==> config.mk <==
export PLATFORM = sky130hd
export DESIGN_NAME = spf_fifo_control
export DESIGN_NICKNAME = d
export VERILOG_FILES = /design/src/spf_pkg.sv /design/src/spf_fifo_control.sv
export SDC_FILE = /design/constraint.sdc
export NUM_CORES = 1
export LEC_CHECK = 0
export BUFFER_PORTS_ARGS = -buffer_cell sky130_fd_sc_hd__buf_2
export CAP_MARGIN = 40
export CORE_MARGIN = 2
export CORE_UTILIZATION = 27
export DETAILED_ROUTE_END_ITERATION = 8
export SETUP_SLACK_MARGIN = 0.15
export SLEW_MARGIN = 5
export SYNTH_ARGS = -nofsm -noshare
export SYNTH_HDL_FRONTEND = slang
export SYNTH_SLANG_ARGS = --single-unit
==> constraint.sdc <==
create_clock -name clk_sys -period 9.7 [get_ports clk_sys]
set_clock_uncertainty 0.05 [all_clocks]
set_input_delay 0.485 -clock clk_sys [delete_from_list [all_inputs] [get_ports clk_sys]]
set_output_delay 0.485 -clock clk_sys [all_outputs]
set_load 0.05 [all_outputs]
==> src/spf_pkg.sv <==
// Purpose: constants and types for the serial port fifo control block
// Assumes: 32-bit apb, one word per register
// Notes:   offsets are byte addresses
package spf_pkg;
    localparam logic [11:0] TXFC_OFFSET  = 12'h000;
    localparam logic [11:0] RXFC_OFFSET  = 12'h004;
    localparam logic [11:0] FSTAT_OFFSET = 12'h008;
    localparam logic [11:0] ISTAT_OFFSET = 12'h00C;
    localparam logic [11:0] IMASK_OFFSET = 12'h010;
    localparam logic [11:0] TXDATA_OFFSET = 12'h014;
    localparam logic [11:0] RXDATA_OFFSET = 12'h018;

    localparam int EN_BIT    = 0;
    localparam int FLUSH_BIT = 1;
    localparam int TM_BIT    = 2;
    localparam int TL_LSB    = 8;
    localparam int TXFL_LSB  = 8;
    localparam int RXFL_LSB  = 0;

    localparam logic [15:0] TXFC_RESET = 16'h0100;
    localparam logic [15:0] RXFC_RESET = 16'h0100;
    localparam logic [3:0]  FIFO_DEPTH = 4'h8;
    localparam int          NUM_IRQ    = 6;

    // status bits: 0 tx request, 1 rx request, 2 tx overflow,
    // 3 rx overflow, 4 tx empty, 5 rx read underflow
    localparam int IRQ_TX    = 0;
    localparam int IRQ_RX    = 1;
    localparam int IRQ_TXOVF = 2;
    localparam int IRQ_RXOVF = 3;
    localparam int IRQ_TXE   = 4;
    localparam int IRQ_RXUND = 5;

    typedef struct packed {
        logic [2:0]         tx_wptr;
        logic [2:0]         tx_rptr;
        logic [3:0]         tx_fill_level;
        logic [2:0]         rx_wptr;
        logic [2:0]         rx_rptr;
        logic [3:0]         rx_fill_level;
        logic [7:0][7:0]    tx_mem;
        logic [7:0][7:0]    rx_mem;
        logic               tx_queue_enable;
        logic               tx_transparent_select;
        logic [3:0]         tx_trigger_level;
        logic               rx_queue_enable;
        logic               rx_transparent_select;
        logic [3:0]         rx_trigger_level;
        logic [NUM_IRQ-1:0] irq_status;
        logic [NUM_IRQ-1:0] irq_mask;
        logic [NUM_IRQ-1:0] irq_lines;
        logic               irq;
        logic               tx_valid;
        logic [7:0]         tx_data;
        logic               pready;
        logic [31:0]        prdata;
        logic               pslverr;
    } spf_state_type;
endpackage

==> src/spf_fifo_control.sv <==
// Purpose: tx/rx fifo control, fill status and irq for a serial port
// Assumes: shift engine pops tx bytes and pushes rx bytes, one per cycle
// Notes:   apb slave answers one cycle after the first enable cycle
`timescale 1ns/1ps
`default_nettype none

module spf_fifo_control (
    input  wire logic        clk_sys,
    input  wire logic        rst,
    input  wire logic        clk_en,
    input  wire logic        psel,
    input  wire logic        penable,
    input  wire logic        pwrite,
    input  wire logic [11:0] paddr,
    input  wire logic [31:0] pwdata,
    output logic             pready,
    output logic [31:0]      prdata,
    output logic             pslverr,
    output logic             tx_valid,
    output logic [7:0]       tx_data,
    input  wire logic        tx_take,
    input  wire logic        rx_push,
    input  wire logic [7:0]  rx_byte,
    output logic [5:0]       irq_lines,
    output logic             irq
);
    spf_pkg::spf_state_type st_reg;
    spf_pkg::spf_state_type st_next;

    function automatic logic hit(input logic [11:0] a,
                                 input logic [11:0] off);
        hit = (a == off);
    endfunction

    // true for any of the seven register words
    function automatic logic mapped(input logic [11:0] a);
        mapped = hit(a, spf_pkg::TXFC_OFFSET) ||
                 hit(a, spf_pkg::RXFC_OFFSET) ||
                 hit(a, spf_pkg::FSTAT_OFFSET) ||
                 hit(a, spf_pkg::ISTAT_OFFSET) ||
                 hit(a, spf_pkg::IMASK_OFFSET) ||
                 hit(a, spf_pkg::TXDATA_OFFSET) ||
                 hit(a, spf_pkg::RXDATA_OFFSET);
    endfunction

    // control readback; the flush bit always reads zero
    function automatic logic [31:0] ctl_word(input logic       en,
                                             input logic       tm,
                                             input logic [3:0] level);
        ctl_word = 32'h0000_0000;
        ctl_word[spf_pkg::EN_BIT] = en;
        ctl_word[spf_pkg::TM_BIT] = tm;
        ctl_word[spf_pkg::TL_LSB +: 4] = level;
    endfunction

    // a level of 0 or beyond depth is treated as the depth
    function automatic logic [3:0] lvl(input logic [3:0] code);
        if (code == 4'h0 || code > spf_pkg::FIFO_DEPTH) begin
            lvl = spf_pkg::FIFO_DEPTH;
        end else begin
            lvl = code;
        end
    endfunction

    logic access;
    logic wr;
    logic rd;
    logic tx_pop;
    logic tx_push;
    logic rx_wr;
    logic rx_rd;
    logic tx_flush;
    logic rx_flush;
    localparam int NUM_EV = spf_pkg::NUM_IRQ;
    logic [NUM_EV-1:0] ev;
    logic              tx_full;
    logic              rx_full;
    logic              rx_empty;
    logic              stat_rd;
    logic [NUM_EV-1:0] stat_keep;

    assign tx_full  = st_reg.tx_fill_level >= spf_pkg::FIFO_DEPTH;
    assign rx_full  = st_reg.rx_fill_level >= spf_pkg::FIFO_DEPTH;
    assign rx_empty = st_reg.rx_fill_level == 4'h0;
    assign stat_rd  = psel && penable && !st_reg.pready && !pwrite &&
                      hit(paddr, spf_pkg::ISTAT_OFFSET);

    // status bits survive unless a status read clears them
    for (genvar g = 0; g < NUM_EV; g++) begin : g_keep
        assign stat_keep[g] = st_reg.irq_status[g] && !stat_rd;
    end

    always_comb begin
        st_next  = st_reg;
        access   = psel && penable && !st_reg.pready;
        wr       = access && pwrite;
        rd       = access && !pwrite;
        ev       = '0;
        tx_flush = 1'b0;
        rx_flush = 1'b0;
        tx_push  = 1'b0;
        rx_rd    = 1'b0;
        st_next.pready  = access;
        st_next.pslverr = 1'b0;
        st_next.prdata  = st_reg.prdata;

        // register writes
        if (wr && hit(paddr, spf_pkg::TXFC_OFFSET)) begin
            st_next.tx_queue_enable = pwdata[spf_pkg::EN_BIT];
            st_next.tx_transparent_select = pwdata[spf_pkg::TM_BIT];
            st_next.tx_trigger_level = pwdata[spf_pkg::TL_LSB +: 4];
            tx_flush = pwdata[spf_pkg::FLUSH_BIT] ||
                       !pwdata[spf_pkg::EN_BIT];
        end
        if (wr && hit(paddr, spf_pkg::RXFC_OFFSET)) begin
            st_next.rx_queue_enable = pwdata[spf_pkg::EN_BIT];
            st_next.rx_transparent_select = pwdata[spf_pkg::TM_BIT];
            st_next.rx_trigger_level = pwdata[spf_pkg::TL_LSB +: 4];
            rx_flush = pwdata[spf_pkg::FLUSH_BIT] ||
                       !pwdata[spf_pkg::EN_BIT];
        end
        if (wr && hit(paddr, spf_pkg::IMASK_OFFSET)) begin
            st_next.irq_mask = pwdata[NUM_EV-1:0];
        end
        if (wr && hit(paddr, spf_pkg::TXDATA_OFFSET)) begin
            if (!tx_full) begin
                tx_push = 1'b1;
            end else begin
                ev[spf_pkg::IRQ_TXOVF] = 1'b1;
            end
        end
        if (access && !mapped(paddr)) begin
            st_next.pslverr = 1'b1;
        end

        // register reads
        if (rd) begin
            st_next.prdata = 32'h0000_0000;
            case (paddr)
                spf_pkg::TXFC_OFFSET: begin
                    st_next.prdata = ctl_word(st_reg.tx_queue_enable,
                                              st_reg.tx_transparent_select,
                                              st_reg.tx_trigger_level);
                end
                spf_pkg::RXFC_OFFSET: begin
                    st_next.prdata = ctl_word(st_reg.rx_queue_enable,
                                              st_reg.rx_transparent_select,
                                              st_reg.rx_trigger_level);
                end
                spf_pkg::FSTAT_OFFSET: begin
                    st_next.prdata[spf_pkg::TXFL_LSB +: 4] =
                        st_reg.tx_fill_level;
                    st_next.prdata[spf_pkg::RXFL_LSB +: 4] =
                        st_reg.rx_fill_level;
                end
                spf_pkg::ISTAT_OFFSET: begin
                    st_next.prdata[NUM_EV-1:0] = st_reg.irq_status;
                end
                spf_pkg::IMASK_OFFSET: begin
                    st_next.prdata[NUM_EV-1:0] = st_reg.irq_mask;
                end
                spf_pkg::RXDATA_OFFSET: begin
                    if (!rx_empty) begin
                        st_next.prdata[7:0] = st_reg.rx_mem[st_reg.rx_rptr];
                        rx_rd = 1'b1;
                    end else begin
                        ev[spf_pkg::IRQ_RXUND] = 1'b1;
                    end
                end
                default: begin
                    st_next.prdata = 32'h0000_0000;
                end
            endcase
        end

        // tx side: pop toward the shift engine
        tx_pop = tx_take && st_reg.tx_valid && !tx_flush;
        if (tx_flush) begin
            st_next.tx_wptr = 3'h0;
            st_next.tx_rptr = 3'h0;
            st_next.tx_fill_level = 4'h0;
        end else begin
            if (tx_push) begin
                st_next.tx_mem[st_reg.tx_wptr] = pwdata[7:0];
                st_next.tx_wptr = st_reg.tx_wptr + 3'h1;
            end
            if (tx_pop) begin
                st_next.tx_rptr = st_reg.tx_rptr + 3'h1;
            end
            st_next.tx_fill_level = st_reg.tx_fill_level +
                {3'h0, tx_push} - {3'h0, tx_pop};
        end
        if (tx_pop) begin
            if ((st_reg.tx_queue_enable && st_reg.tx_transparent_select) ||
                (st_next.tx_fill_level <= lvl(st_reg.tx_trigger_level))) begin
                ev[spf_pkg::IRQ_TX] = 1'b1;
            end
            if (st_next.tx_fill_level == 4'h0) begin
                ev[spf_pkg::IRQ_TXE] = 1'b1;
            end
        end
        st_next.tx_valid = st_next.tx_fill_level != 4'h0;
        st_next.tx_data  = st_next.tx_mem[st_next.tx_rptr];

        // rx side: push from the shift engine
        rx_wr = rx_push && !rx_flush && !rx_full;
        if (rx_push && !rx_wr && !rx_flush) begin
            ev[spf_pkg::IRQ_RXOVF] = 1'b1;
        end
        if (rx_flush) begin
            st_next.rx_wptr = 3'h0;
            st_next.rx_rptr = 3'h0;
            st_next.rx_fill_level = 4'h0;
        end else begin
            if (rx_wr) begin
                st_next.rx_mem[st_reg.rx_wptr] = rx_byte;
                st_next.rx_wptr = st_reg.rx_wptr + 3'h1;
            end
            if (rx_rd) begin
                st_next.rx_rptr = st_reg.rx_rptr + 3'h1;
            end
            st_next.rx_fill_level = st_reg.rx_fill_level +
                {3'h0, rx_wr} - {3'h0, rx_rd};
        end
        if (rx_wr) begin
            if ((st_reg.rx_queue_enable && st_reg.rx_transparent_select) ||
                (st_next.rx_fill_level >= lvl(st_reg.rx_trigger_level))) begin
                ev[spf_pkg::IRQ_RX] = 1'b1;
            end
        end

        // sticky status, read clears, new event wins
        st_next.irq_status = stat_keep | ev;
        st_next.irq_lines = st_next.irq_status & st_next.irq_mask;
        st_next.irq = |(st_next.irq_status & st_next.irq_mask);
    end

    always_ff @(posedge clk_sys or posedge rst) begin
        if (rst) begin
            st_reg <= '0;
            st_reg.tx_trigger_level <= spf_pkg::TXFC_RESET[11:8];
            st_reg.rx_trigger_level <= spf_pkg::RXFC_RESET[11:8];
        end else if (clk_en) begin
            st_reg <= st_next;
        end
    end

    assign pready    = st_reg.pready;
    assign prdata    = st_reg.prdata;
    assign pslverr   = st_reg.pslverr;
    assign tx_valid  = st_reg.tx_valid;
    assign tx_data   = st_reg.tx_data;
    assign irq_lines = st_reg.irq_lines;
    assign irq       = st_reg.irq;
endmodule

`default_nettype wire

==> results.yml, run 1 <==
status:
  status: "complete, no violations"
critical_path:
  slowest_delay_ps: 760
  crit_family: "simple AND/OR/NAND/NOR gates"
  crit_slowest_cell: "nor4_1"
  startpoint_type: "register"
  crit_arrival_ps: 5090
  worstPathRequired_ps: 10080
  path_common_cell: "ha_1"
  end_kind: "register"
  critPathMaxFanout: 10
  critPathKind: "register to register"
  path_buf_inv: 1
  crit_chain: "nand4b_1 > nor4_1 > nand2_1 > ha_1 > inv_1 > ha_1 > fa_1 > nor2b_1 > ha_1 > nor2b_1 > o211ai_1 > a21oi_1 > nor3_1 > o21ai_0 > o21ai_0"
grt:
  overflow: 0
  antenna_found_initial: 1
  grt_pass1_vias: 8620
  grt_max_degree: 65
  grt_pass1_wl_um: 48400
  grt_usage: 0.138
sta:
  fmax_ghz: 0.212
  drv_slew: 0
  min_period_ps: 4710
  maxSlewHeadroom: 0.370
  tightest_slew_ps: 937
  fin_ws_ps: 4990
  grt_setup_unrepaired: "false"
  post-route-period-util: 0.485
  hold_violations: 0
  finalSetupViolCount: 0
  finalSetupTns_ps: 0
logic_synthesis:
  synth.top_cell.area_share: 0.446
  ys_seq_area_frac: 0.450
  synth_edf_count: 0
  async_flop_share: 1.00
  netlist_top_cells_area: "dfrtp_1 45%, mux2_2 16%, mux4_2 3.2%"
  synth_seq_cells: 202
  ys_types: 62
  synth_area_sq_um: 11200
  ys.flop_type: "dfrtp_1"
  synthCells: 993
  yosys_warnings: 0
  synth_area_per_cell_sq_um: 11.3
  synth_top_cell_by_area: "dfrtp_1"
clocking:
  cts_resized: 0
  htreeDepth: 1
  postCtsSetupRepairBufs: 0
  cts_root_buf: "clkbuf_16"
  cts_num_sinks: 202
  cts_hold_buf: 1
  numCtsBuffers: 24
  cts_buffer_depth: 3
  clkSlewWorstSetupHoldPaths_ps: 60
  clk_latency_ps: 530
  cts_tree: "done"
placed_design:
  post-place-ws_ps: 4780
  placed_cell_area_sq_um: 12000
  io_buffers: 69
  dp_hpwl_um: 21400
  dp_cells: 1540
  gp_congestion: 0.794
die:
  fp.dieW_um: 208
  coreArea_sq_um: 40900
  std_cell_rows: 74
  die_h_um: 208
  die-area_sq_um: 43200
  io_pins: 110
  start_util: 0.274
final_layout:
  nets: 1121
  fill_cells: 4180
  syn2layout_area_growth_pct: 14.8
  seqCellArea_sq_um: 5060
  multi_input_area_sq_um: 5650
  drive_above_1_share: 0.325
  largest_reg_flops: 172
  final_cells: 1586
  stdcell_area_sq_um: 12900
  diodes: 0
hold_path:
  holdCritPathClass: "input port to register"
drt:
  viasPerCell: 5.17
  antenna_left: 0
  num_vias: 8194
  routed_wl_um: 30300
  drt_iter0_drc: 480
  route.detailed.drc: 0
  first_pass_iters: 7
  drt-wirelength-per-cell_um: 19.1
power_and_ir_drop:
  ir_drop_mv: 0.133
  power.leakage_nw: 5.61
  pwr_density_cell_nw_per_um2: 240
  power_w: 0.00309
run:
  drv_cap: 0
-- path summary, 6_finish.rpt --
kind	endpoint	slack, ps	cells past startpoint	startpoint
min reg2reg	prdata[8]	430	2	prdata[8]
max in group asynchronous	st_reg[169]	7700	6	rst
min	st_reg[65]	160	2	pwdata[11]
max reg2reg	irq_lines[0]	4990	15	pready
min in group asynchronous	st_reg[95]	480	3	rst
max	irq_lines[0]	4990	15	pready
-- cell families (layout without fill, tap and decap cells) --
group,count (synthesis),after routing,synth area share
buf+inv,118,160,0.0566
flops,202,202,0.450
simple gates,240,240,0.117
compound gates,190,190,0.114
mux,210,210,0.226
fa+ha+maj,25,25,0.0292
other cells,1,20,0.000334
xor+xnor,7,7,0.00546
-- placed cells by master (no fill, tap or decap), types with 13 or more instances in the layout --
master / instances
buf_4: 23
mux2_2: 158
mux4_2: 16
clkbuf_16: 24
a211oi_1: 24
o21ai_0: 65
o211ai_1: 17
a222oi_1: 14
nand2_1: 60
conb_1: 20
nor2_1: 36
and3_1: 13
ha_1: 23
mux2i_1: 28
a21oi_1: 17
inv_1: 15
buf_2: 74
nand4_1: 26
dfrtp_1: 200
nand3_1: 18
-- layer usage --
layer,part of all wire,global-route usage
met5,0.00043,0
met4,0.024,0.0426
met3,0.058,0.0273
met2,0.49,0.239
met1,0.43,0.174
-- through the flow --
stage | utilization | hold slack, ps
after floorplan | - | 401
after global placement | 0.291 | 412
after detailed placement | 0.294 | 421
after CTS | 0.315 | 146
after global routing | 0.315 | 162
final | 0.315 | 162
-- cells in the mapped netlist, types with 11 or more instances --
cell      count
dfrtp_1     200
mux2_2      158
o21ai_0      66
nand2_1      60
buf_4        46
clkbuf_1     41
nor2_1       36
mux2i_1      28
nand4_1      26
a211oi_1     24
ha_1         23
nand3_1      18
a21oi_1      17
o211ai_1     17
inv_1        16
mux4_2       16
a222oi_1     14
and3_1       13
a211o_1      11
nand3b_1     11
-- power by group --
part           internal [W]  switching (W)
logic              0.000433       0.000587
registers           0.00101       0.000106
clock network      0.000595       0.000361
-- final cells by class --
type | count | area share
inverter | 16 | 0.00524
clock inverter | 10 | 0.0130
clock buffer | 34 | 0.0526
tap | 532 | 0.0516
timing repair buffer | 100 | 0.0472
sequential | 202 | 0.392
multi-input combinational | 692 | 0.438
-- worst register-to-register path, cell delays in order (launching register included) --
cell and delay [ps]:
dfrtp_1 440, nand4b_1 580, nor4_1 770, nand2_1 130, ha_1 300, inv_1 40, ha_1 190, fa_1 530
nor2b_1 200, ha_1 260, nor2b_1 130, o211ai_1 150, a21oi_1 90, nor3_1 290, o21ai_0 250, o21ai_0 200
Note: power is estimated with default switching activity, not from simulation.
==> run 2: changes to the inputs <==
Clock period 9.7 ns to 4.1 ns, I/O delays scaled along.
==> results.yml, run 2 (synthesis gave the netlist of run 1 again) <==
clocking:
  clkSlewWorstSetupHoldPaths_ps: 60
  htreeDepth: 1
  clk_latency_ps: 520
  cts_tree: "done"
  numCtsBuffers: 23
  cts_buffer_depth: 3
  cts_num_sinks: 202
  cts_root_buf: "clkbuf_16"
drt:
  drt_iter0_drc: 649
  num_vias: 8317
  drt-wirelength-per-cell_um: 18.9
  antenna_left: 0
  routed_wl_um: 30800
  route.detailed.drc: 0
  viasPerCell: 5.11
  first_pass_iters: 7
status:
  status: "complete, no violations"
placed_design:
  gp_congestion: 0.834
  dp_hpwl_um: 21900
  io_buffers: 69
  post-place-ws_ps: -231
  dp_cells: 1569
sta:
  post-route-period-util: 0.923
  fin_ws_ps: 315
  hold_violations: 0
  fmax_ghz: 0.264
  grt_setup_unrepaired: "false"
  drv_slew: 0
  tightest_slew_ps: 919
  fin_hold_ws_ps: 83.7
  finalSetupViolCount: 0
  maxSlewHeadroom: 0.382
  min_period_ps: 3780
final_layout:
  drive_above_1_share: 0.352
  layout_commonest_cell: "dfrtp_1"
  largest_reg_flops: 172
  nets: 1164
  final_cells: 1629
  layout_common_cells: "199 x dfrtp_1, 158 x mux2_2, 70 x buf_2"
  syn2layout_area_growth_pct: 18.0
  final_core_util: 0.324
critical_path:
  crit_arrival_ps: 4170
  worstRegToRegCells: 16
  critPathKind: "register to register"
  end_kind: "register"
  worstPathRequired_ps: 4490
  startpoint_type: "register"
  r2r_end: "irq"
  r2r_start: "pready"
  r2r_slack_ps: 320
  critPathMaxFanout: 5
die:
  io_pins: 110
  std_cell_rows: 74
  start_util: 0.274
  fp.dieW_um: 208
  coreArea_sq_um: 40900
  die-area_sq_um: 43200
  die_h_um: 208
grt:
  grt_pass1_wl_um: 48700
  grt_usage: 0.141
  antenna_found_initial: 1
  overflow: 0
  grt_pass1_vias: 8463
  grt_max_degree: 120
power_and_ir_drop:
  pwr_density_cell_nw_per_um2: 555
  power.leakage_nw: 5.81
  ir_drop_mv: 0.248
  power_w: 0.00736
hold_path:
  worstHoldStart: "penable"
  holdCritPathClass: "input port to register"
  worstHoldEndpoint: "pready"
  hold_depth: 4
run:
  drv_cap: 0
## run 2: cell types whose count changed in the layout (fill, tap and decap cells not counted), moves of 3 or more
cell	before	now
o21ai_0	65	60
buf_4	23	59
buf_2	74	70
o21ai_1	0	3
dlygate4sd3_1	1	13
## run 2: per-layer routing
layer | wire length, um | vias up | track usage | share of wire
met5 | 0 | - | 0 | 0
met4 | 1140 | 0 | 0.0560 | 0.037
met3 | 1550 | 74 | 0.0226 | 0.050
met2 | 14500 | 239 | 0.231 | 0.47
met1 | 13600 | 4160 | 0.186 | 0.44
li1 | - | 3844 | - | -
## run 2: how the worst max path moves through the flow
stage	start	endpoint	slack (ps)	cells past startpoint
floorplan	paddr[9]	irq	160	16
global placement	paddr[9]	irq_lines[0]	-70	16
detailed placement	paddr[9]	irq_lines[0]	-230	16
CTS	st_reg[204]	irq_lines[1]	170	18
global route	pready	irq	120	16
finish	pready	irq	320	16
## run 2: repair_timing
action	in CTS	in global routing
gates resized for setup	2	17
buffers inserted	1	3
pin swaps	0	6
setup endpoints to repair	3	5
hold buffers	13	0
endpoints found under the hold margin	272	0
## run 2: stage by stage
step	area [sq um]	TNS (ps)
2_1_floorplan	11300	0
3_3_place_gp	12200	-117
3_5_place_dp	12200	-426
4_1_cts	13200	0
5_1_grt	13300	0
6_report	13300	0
## run 2: report_power, final
part / leakage, nW / total [W] / switching [W] / internal (W)
sequential: 2.68 / 0.00262 / 0.000238 / 0.00238
combinational: 2.74 / 0.00260 / 0.00145 / 0.00115
clock: 0.391 / 0.00215 / 0.000834 / 0.00131
## run 2: cell type report
| type | count | area [sq um] |
|---|---|---|
| inverters | 16 | 63.8 |
| clock inverters | 10 | 135 |
| repair buffers | 144 | 963 |
| diodes | 1 | 2.50 |
| clock buffers | 32 | 659 |
| multi-input cells | 692 | 5700 |
| flip-flops and latches | 202 | 5060 |
| well taps | 532 | 666 |
| fillers | 4115 | 27700 |
## run 2: worst max-delay path: stages (launching register included)
cell      delay, ps
dfrtp_2         430
nand4b_1        190
buf_4           190
nor4_4          270
nand2_1          90
ha_1            290
inv_1            40
ha_1            190
fa_1            460
nor2b_2         180
ha_1            310
nor2b_1         130
o211ai_1        160
a21oi_1         120
nor3_2          300
o21ai_2         140
a31oi_1         140
==> run 3: changes to the inputs <==
Settings changed: ABC_AREA set to 1, CORE_UTILIZATION 27 to 55, PLACE_DENSITY set to 0.78.
==> results.yml, run 3 <==
status:
  status: "complete, no violations"
sta:
  fmax_ghz: 0.273
  finalSetupViolCount: 0
  grt_setup_unrepaired: "false"
  fin_ws_ps: 432
  post-route-period-util: 0.895
  drv_slew: 0
  maxSlewHeadroom: 0.380
  tightest_slew_ps: 926
  finalSetupTns_ps: 0
  hold_violations: 0
  min_period_ps: 3670
final_layout:
  syn2layout_area_growth_pct: 8.21
  layout_commonest_cell: "nand2_1"
  diodes: 0
  stdcell_area_sq_um: 13300
  largest_reg_flops: 172
  nets: 1666
  layout_common_cells: "394 x nand2_1, 200 x dfrtp_1, 151 x o21ai_0"
  fill_cells: 1901
  seqCellArea_sq_um: 5060
  multi_input_area_sq_um: 6080
  drive_above_1_share: 0.139
critical_path:
  crit_chain: "inv_1 > ha_1 > nand2_1 > nand2_1 > nor3_2 > inv_1 > ha_1 > inv_1 > ha_1 > fa_1 > xor2_1 > nand2_2 > inv_1 > ha_1 > nand2_1 > o21bai_1 > nand2_1 > nand2_1 > nand3_1 > nand2_1 > nand2_1 > nand3_1 > nor2_1 > a21oi_1"
  path_buf_inv: 4
  startpoint_type: "register"
  path_common_cell: "nand2_1"
  slowest_delay_ps: 370
  crit_arrival_ps: 4020
  end_kind: "register"
  crit_family: "adder cells"
  critPathKind: "register to register"
  worstPathRequired_ps: 4450
  critPathMaxFanout: 3
  crit_slowest_cell: "fa_1"
power_and_ir_drop:
  p_sw_frac: 0.393
  power_w: 0.00813
  pwr_density_cell_nw_per_um2: 610
  clkPwrFrac: 0.290
  ir_drop_mv: 0.359
  p_sw_w: 0.00319
  combPwrFrac: 0.356
  intPower_w: 0.00493
  p_seq_frac: 0.353
  power.leakage_nw: 6.51
run:
  drv_cap: 0
die:
  die-area_sq_um: 23600
  die_h_um: 154
  io_pins: 110
  std_cell_rows: 54
  start_util: 0.562
  fp.dieW_um: 154
  coreArea_sq_um: 21900
logic_synthesis:
  ys.flop_type: "dfrtp_1"
  synth.top_cell.area_share: 0.407
  netlist_top_cells_area: "dfrtp_1 41%, nand2_1 12%, o21ai_0 6.1%"
  synth_common_cells: "394 x nand2_1, 200 x dfrtp_1, 151 x o21ai_0, 139 x nor2_1, 133 x nand3_1"
  yosysMostFrequentCell: "nand2_1"
  async_flop_share: 1.00
  synth_area_sq_um: 12300
  ys_types: 50
  synth_top_cell_by_area: "dfrtp_1"
  synthCells: 1583
  synth_edf_count: 0
  synth_seq_cells: 202
  yosys_warnings: 0
  ys_seq_area_frac: 0.411
  synth_area_per_cell_sq_um: 7.77
drt:
  first_pass_iters: 6
  num_vias: 11300
  antenna_left: 0
  viasPerCell: 6.00
  route.detailed.drc: 0
  drt-wirelength-per-cell_um: 17.4
  drt_iter0_drc: 1427
  routed_wl_um: 32700
placed_design:
  post-place-ws_ps: 330
  dp_hpwl_um: 19900
  gp_congestion: 0.904
  placed_cell_area_sq_um: 12400
  io_buffers: 69
clocking:
  htreeDepth: 1
  cts_num_sinks: 202
  cts_buffer_depth: 3
  postCtsSetupRepairBufs: 0
  clkSlewWorstSetupHoldPaths_ps: 60
  clk_latency_ps: 520
  numCtsBuffers: 24
  cts_root_buf: "clkbuf_16"
  cts_tree: "done"
grt:
  grt_max_degree: 89
  antenna_found_initial: 0
  overflow: 0
  grt_pass1_vias: 10800
  grt_pass1_wl_um: 54100
  grt_usage: 0.276
hold_path:
  holdCritPathClass: "input port to register"
[run 3: power groups by stage]
stage	Combinational [W]	Clock, W	Sequential, W
after floorplan	0.00235	0	0.00282
after global placement	0.00277	0	0.00286
after detailed placement	0.00285	0	0.00288
after CTS	0.00287	0.00239	0.00286
after global routing	0.00325	0.00246	0.00293
final	0.00290	0.00236	0.00287
[run 3: final cells by class]
type,instances,share of cell area
Sequential cell,202,0.380
Multi-Input combinational cell,1162,0.457
Clock buffer,35,0.0551
Inverter,99,0.0282
Clock inverter,9,0.0114
Timing Repair Buffer,92,0.0425
Tap cell,280,0.0263
[run 3: layer usage]
layer	GRT usage	vias up	wire length (um)
met5	0	-	0
met4	0.0935	0	825
met3	0.0434	83	2710
met2	0.437	536	15200
met1	0.389	5320	14000
li1	-	5336	-
[run 3: per-stage QoR]
step	instances	hold WS [ps]	util
finish	1879	14.8	0.608
global route	1879	24.4	0.608
CTS	1879	11.8	0.608
detailed placement	1830	256	0.565
global placement	1828	352	0.564
floorplan	1602	282	-
[run 3: logic make-up after synthesis]
| family | Yosys count | share of synthesized area |
|---|---|---|
| AO/OA/AOI/OAI | 333 | 0.162 |
| XOR/XNOR | 6 | 0.00427 |
| adder cells (fa/ha/maj) | 25 | 0.0266 |
| buffers and inverters | 238 | 0.101 |
| flip-flops | 202 | 0.411 |
| multiplexers | 1 | 0.000814 |
| other | 1 | 0.000305 |
| AND/OR/NAND/NOR | 777 | 0.294 |
[run 3: path summary, 6_finish.rpt]
kind / slack (ps) / startpoint / endpoint / cells past startpoint
worst min register to register: 420 / st_reg[124] / st_reg[124] / 2
min in group asynchronous: 280 / rst / prdata[11] / 4
worst max-delay path: 430 / st_reg[214] / irq / 24
worst min-delay path: 10 / clk_en / st_reg[51] / 4
max in group asynchronous: 2960 / rst / st_reg[68] / 5
worst max register to register: 430 / st_reg[214] / irq / 24
[run 3: repair_timing]
action,in CTS,in global routing
setup endpoints to repair,0,1
endpoints found under the hold margin,112,0
hold buffers,5,0
resized for setup,0,1
[run 3: tightest hold or removal path: cells and delay by family]
kind | cells | cell delay [ps]
buffers and inverters | 2 | 180
and+or+nand+nor | 1 | 70
AOI/OAI and AO/OA | 1 | 70
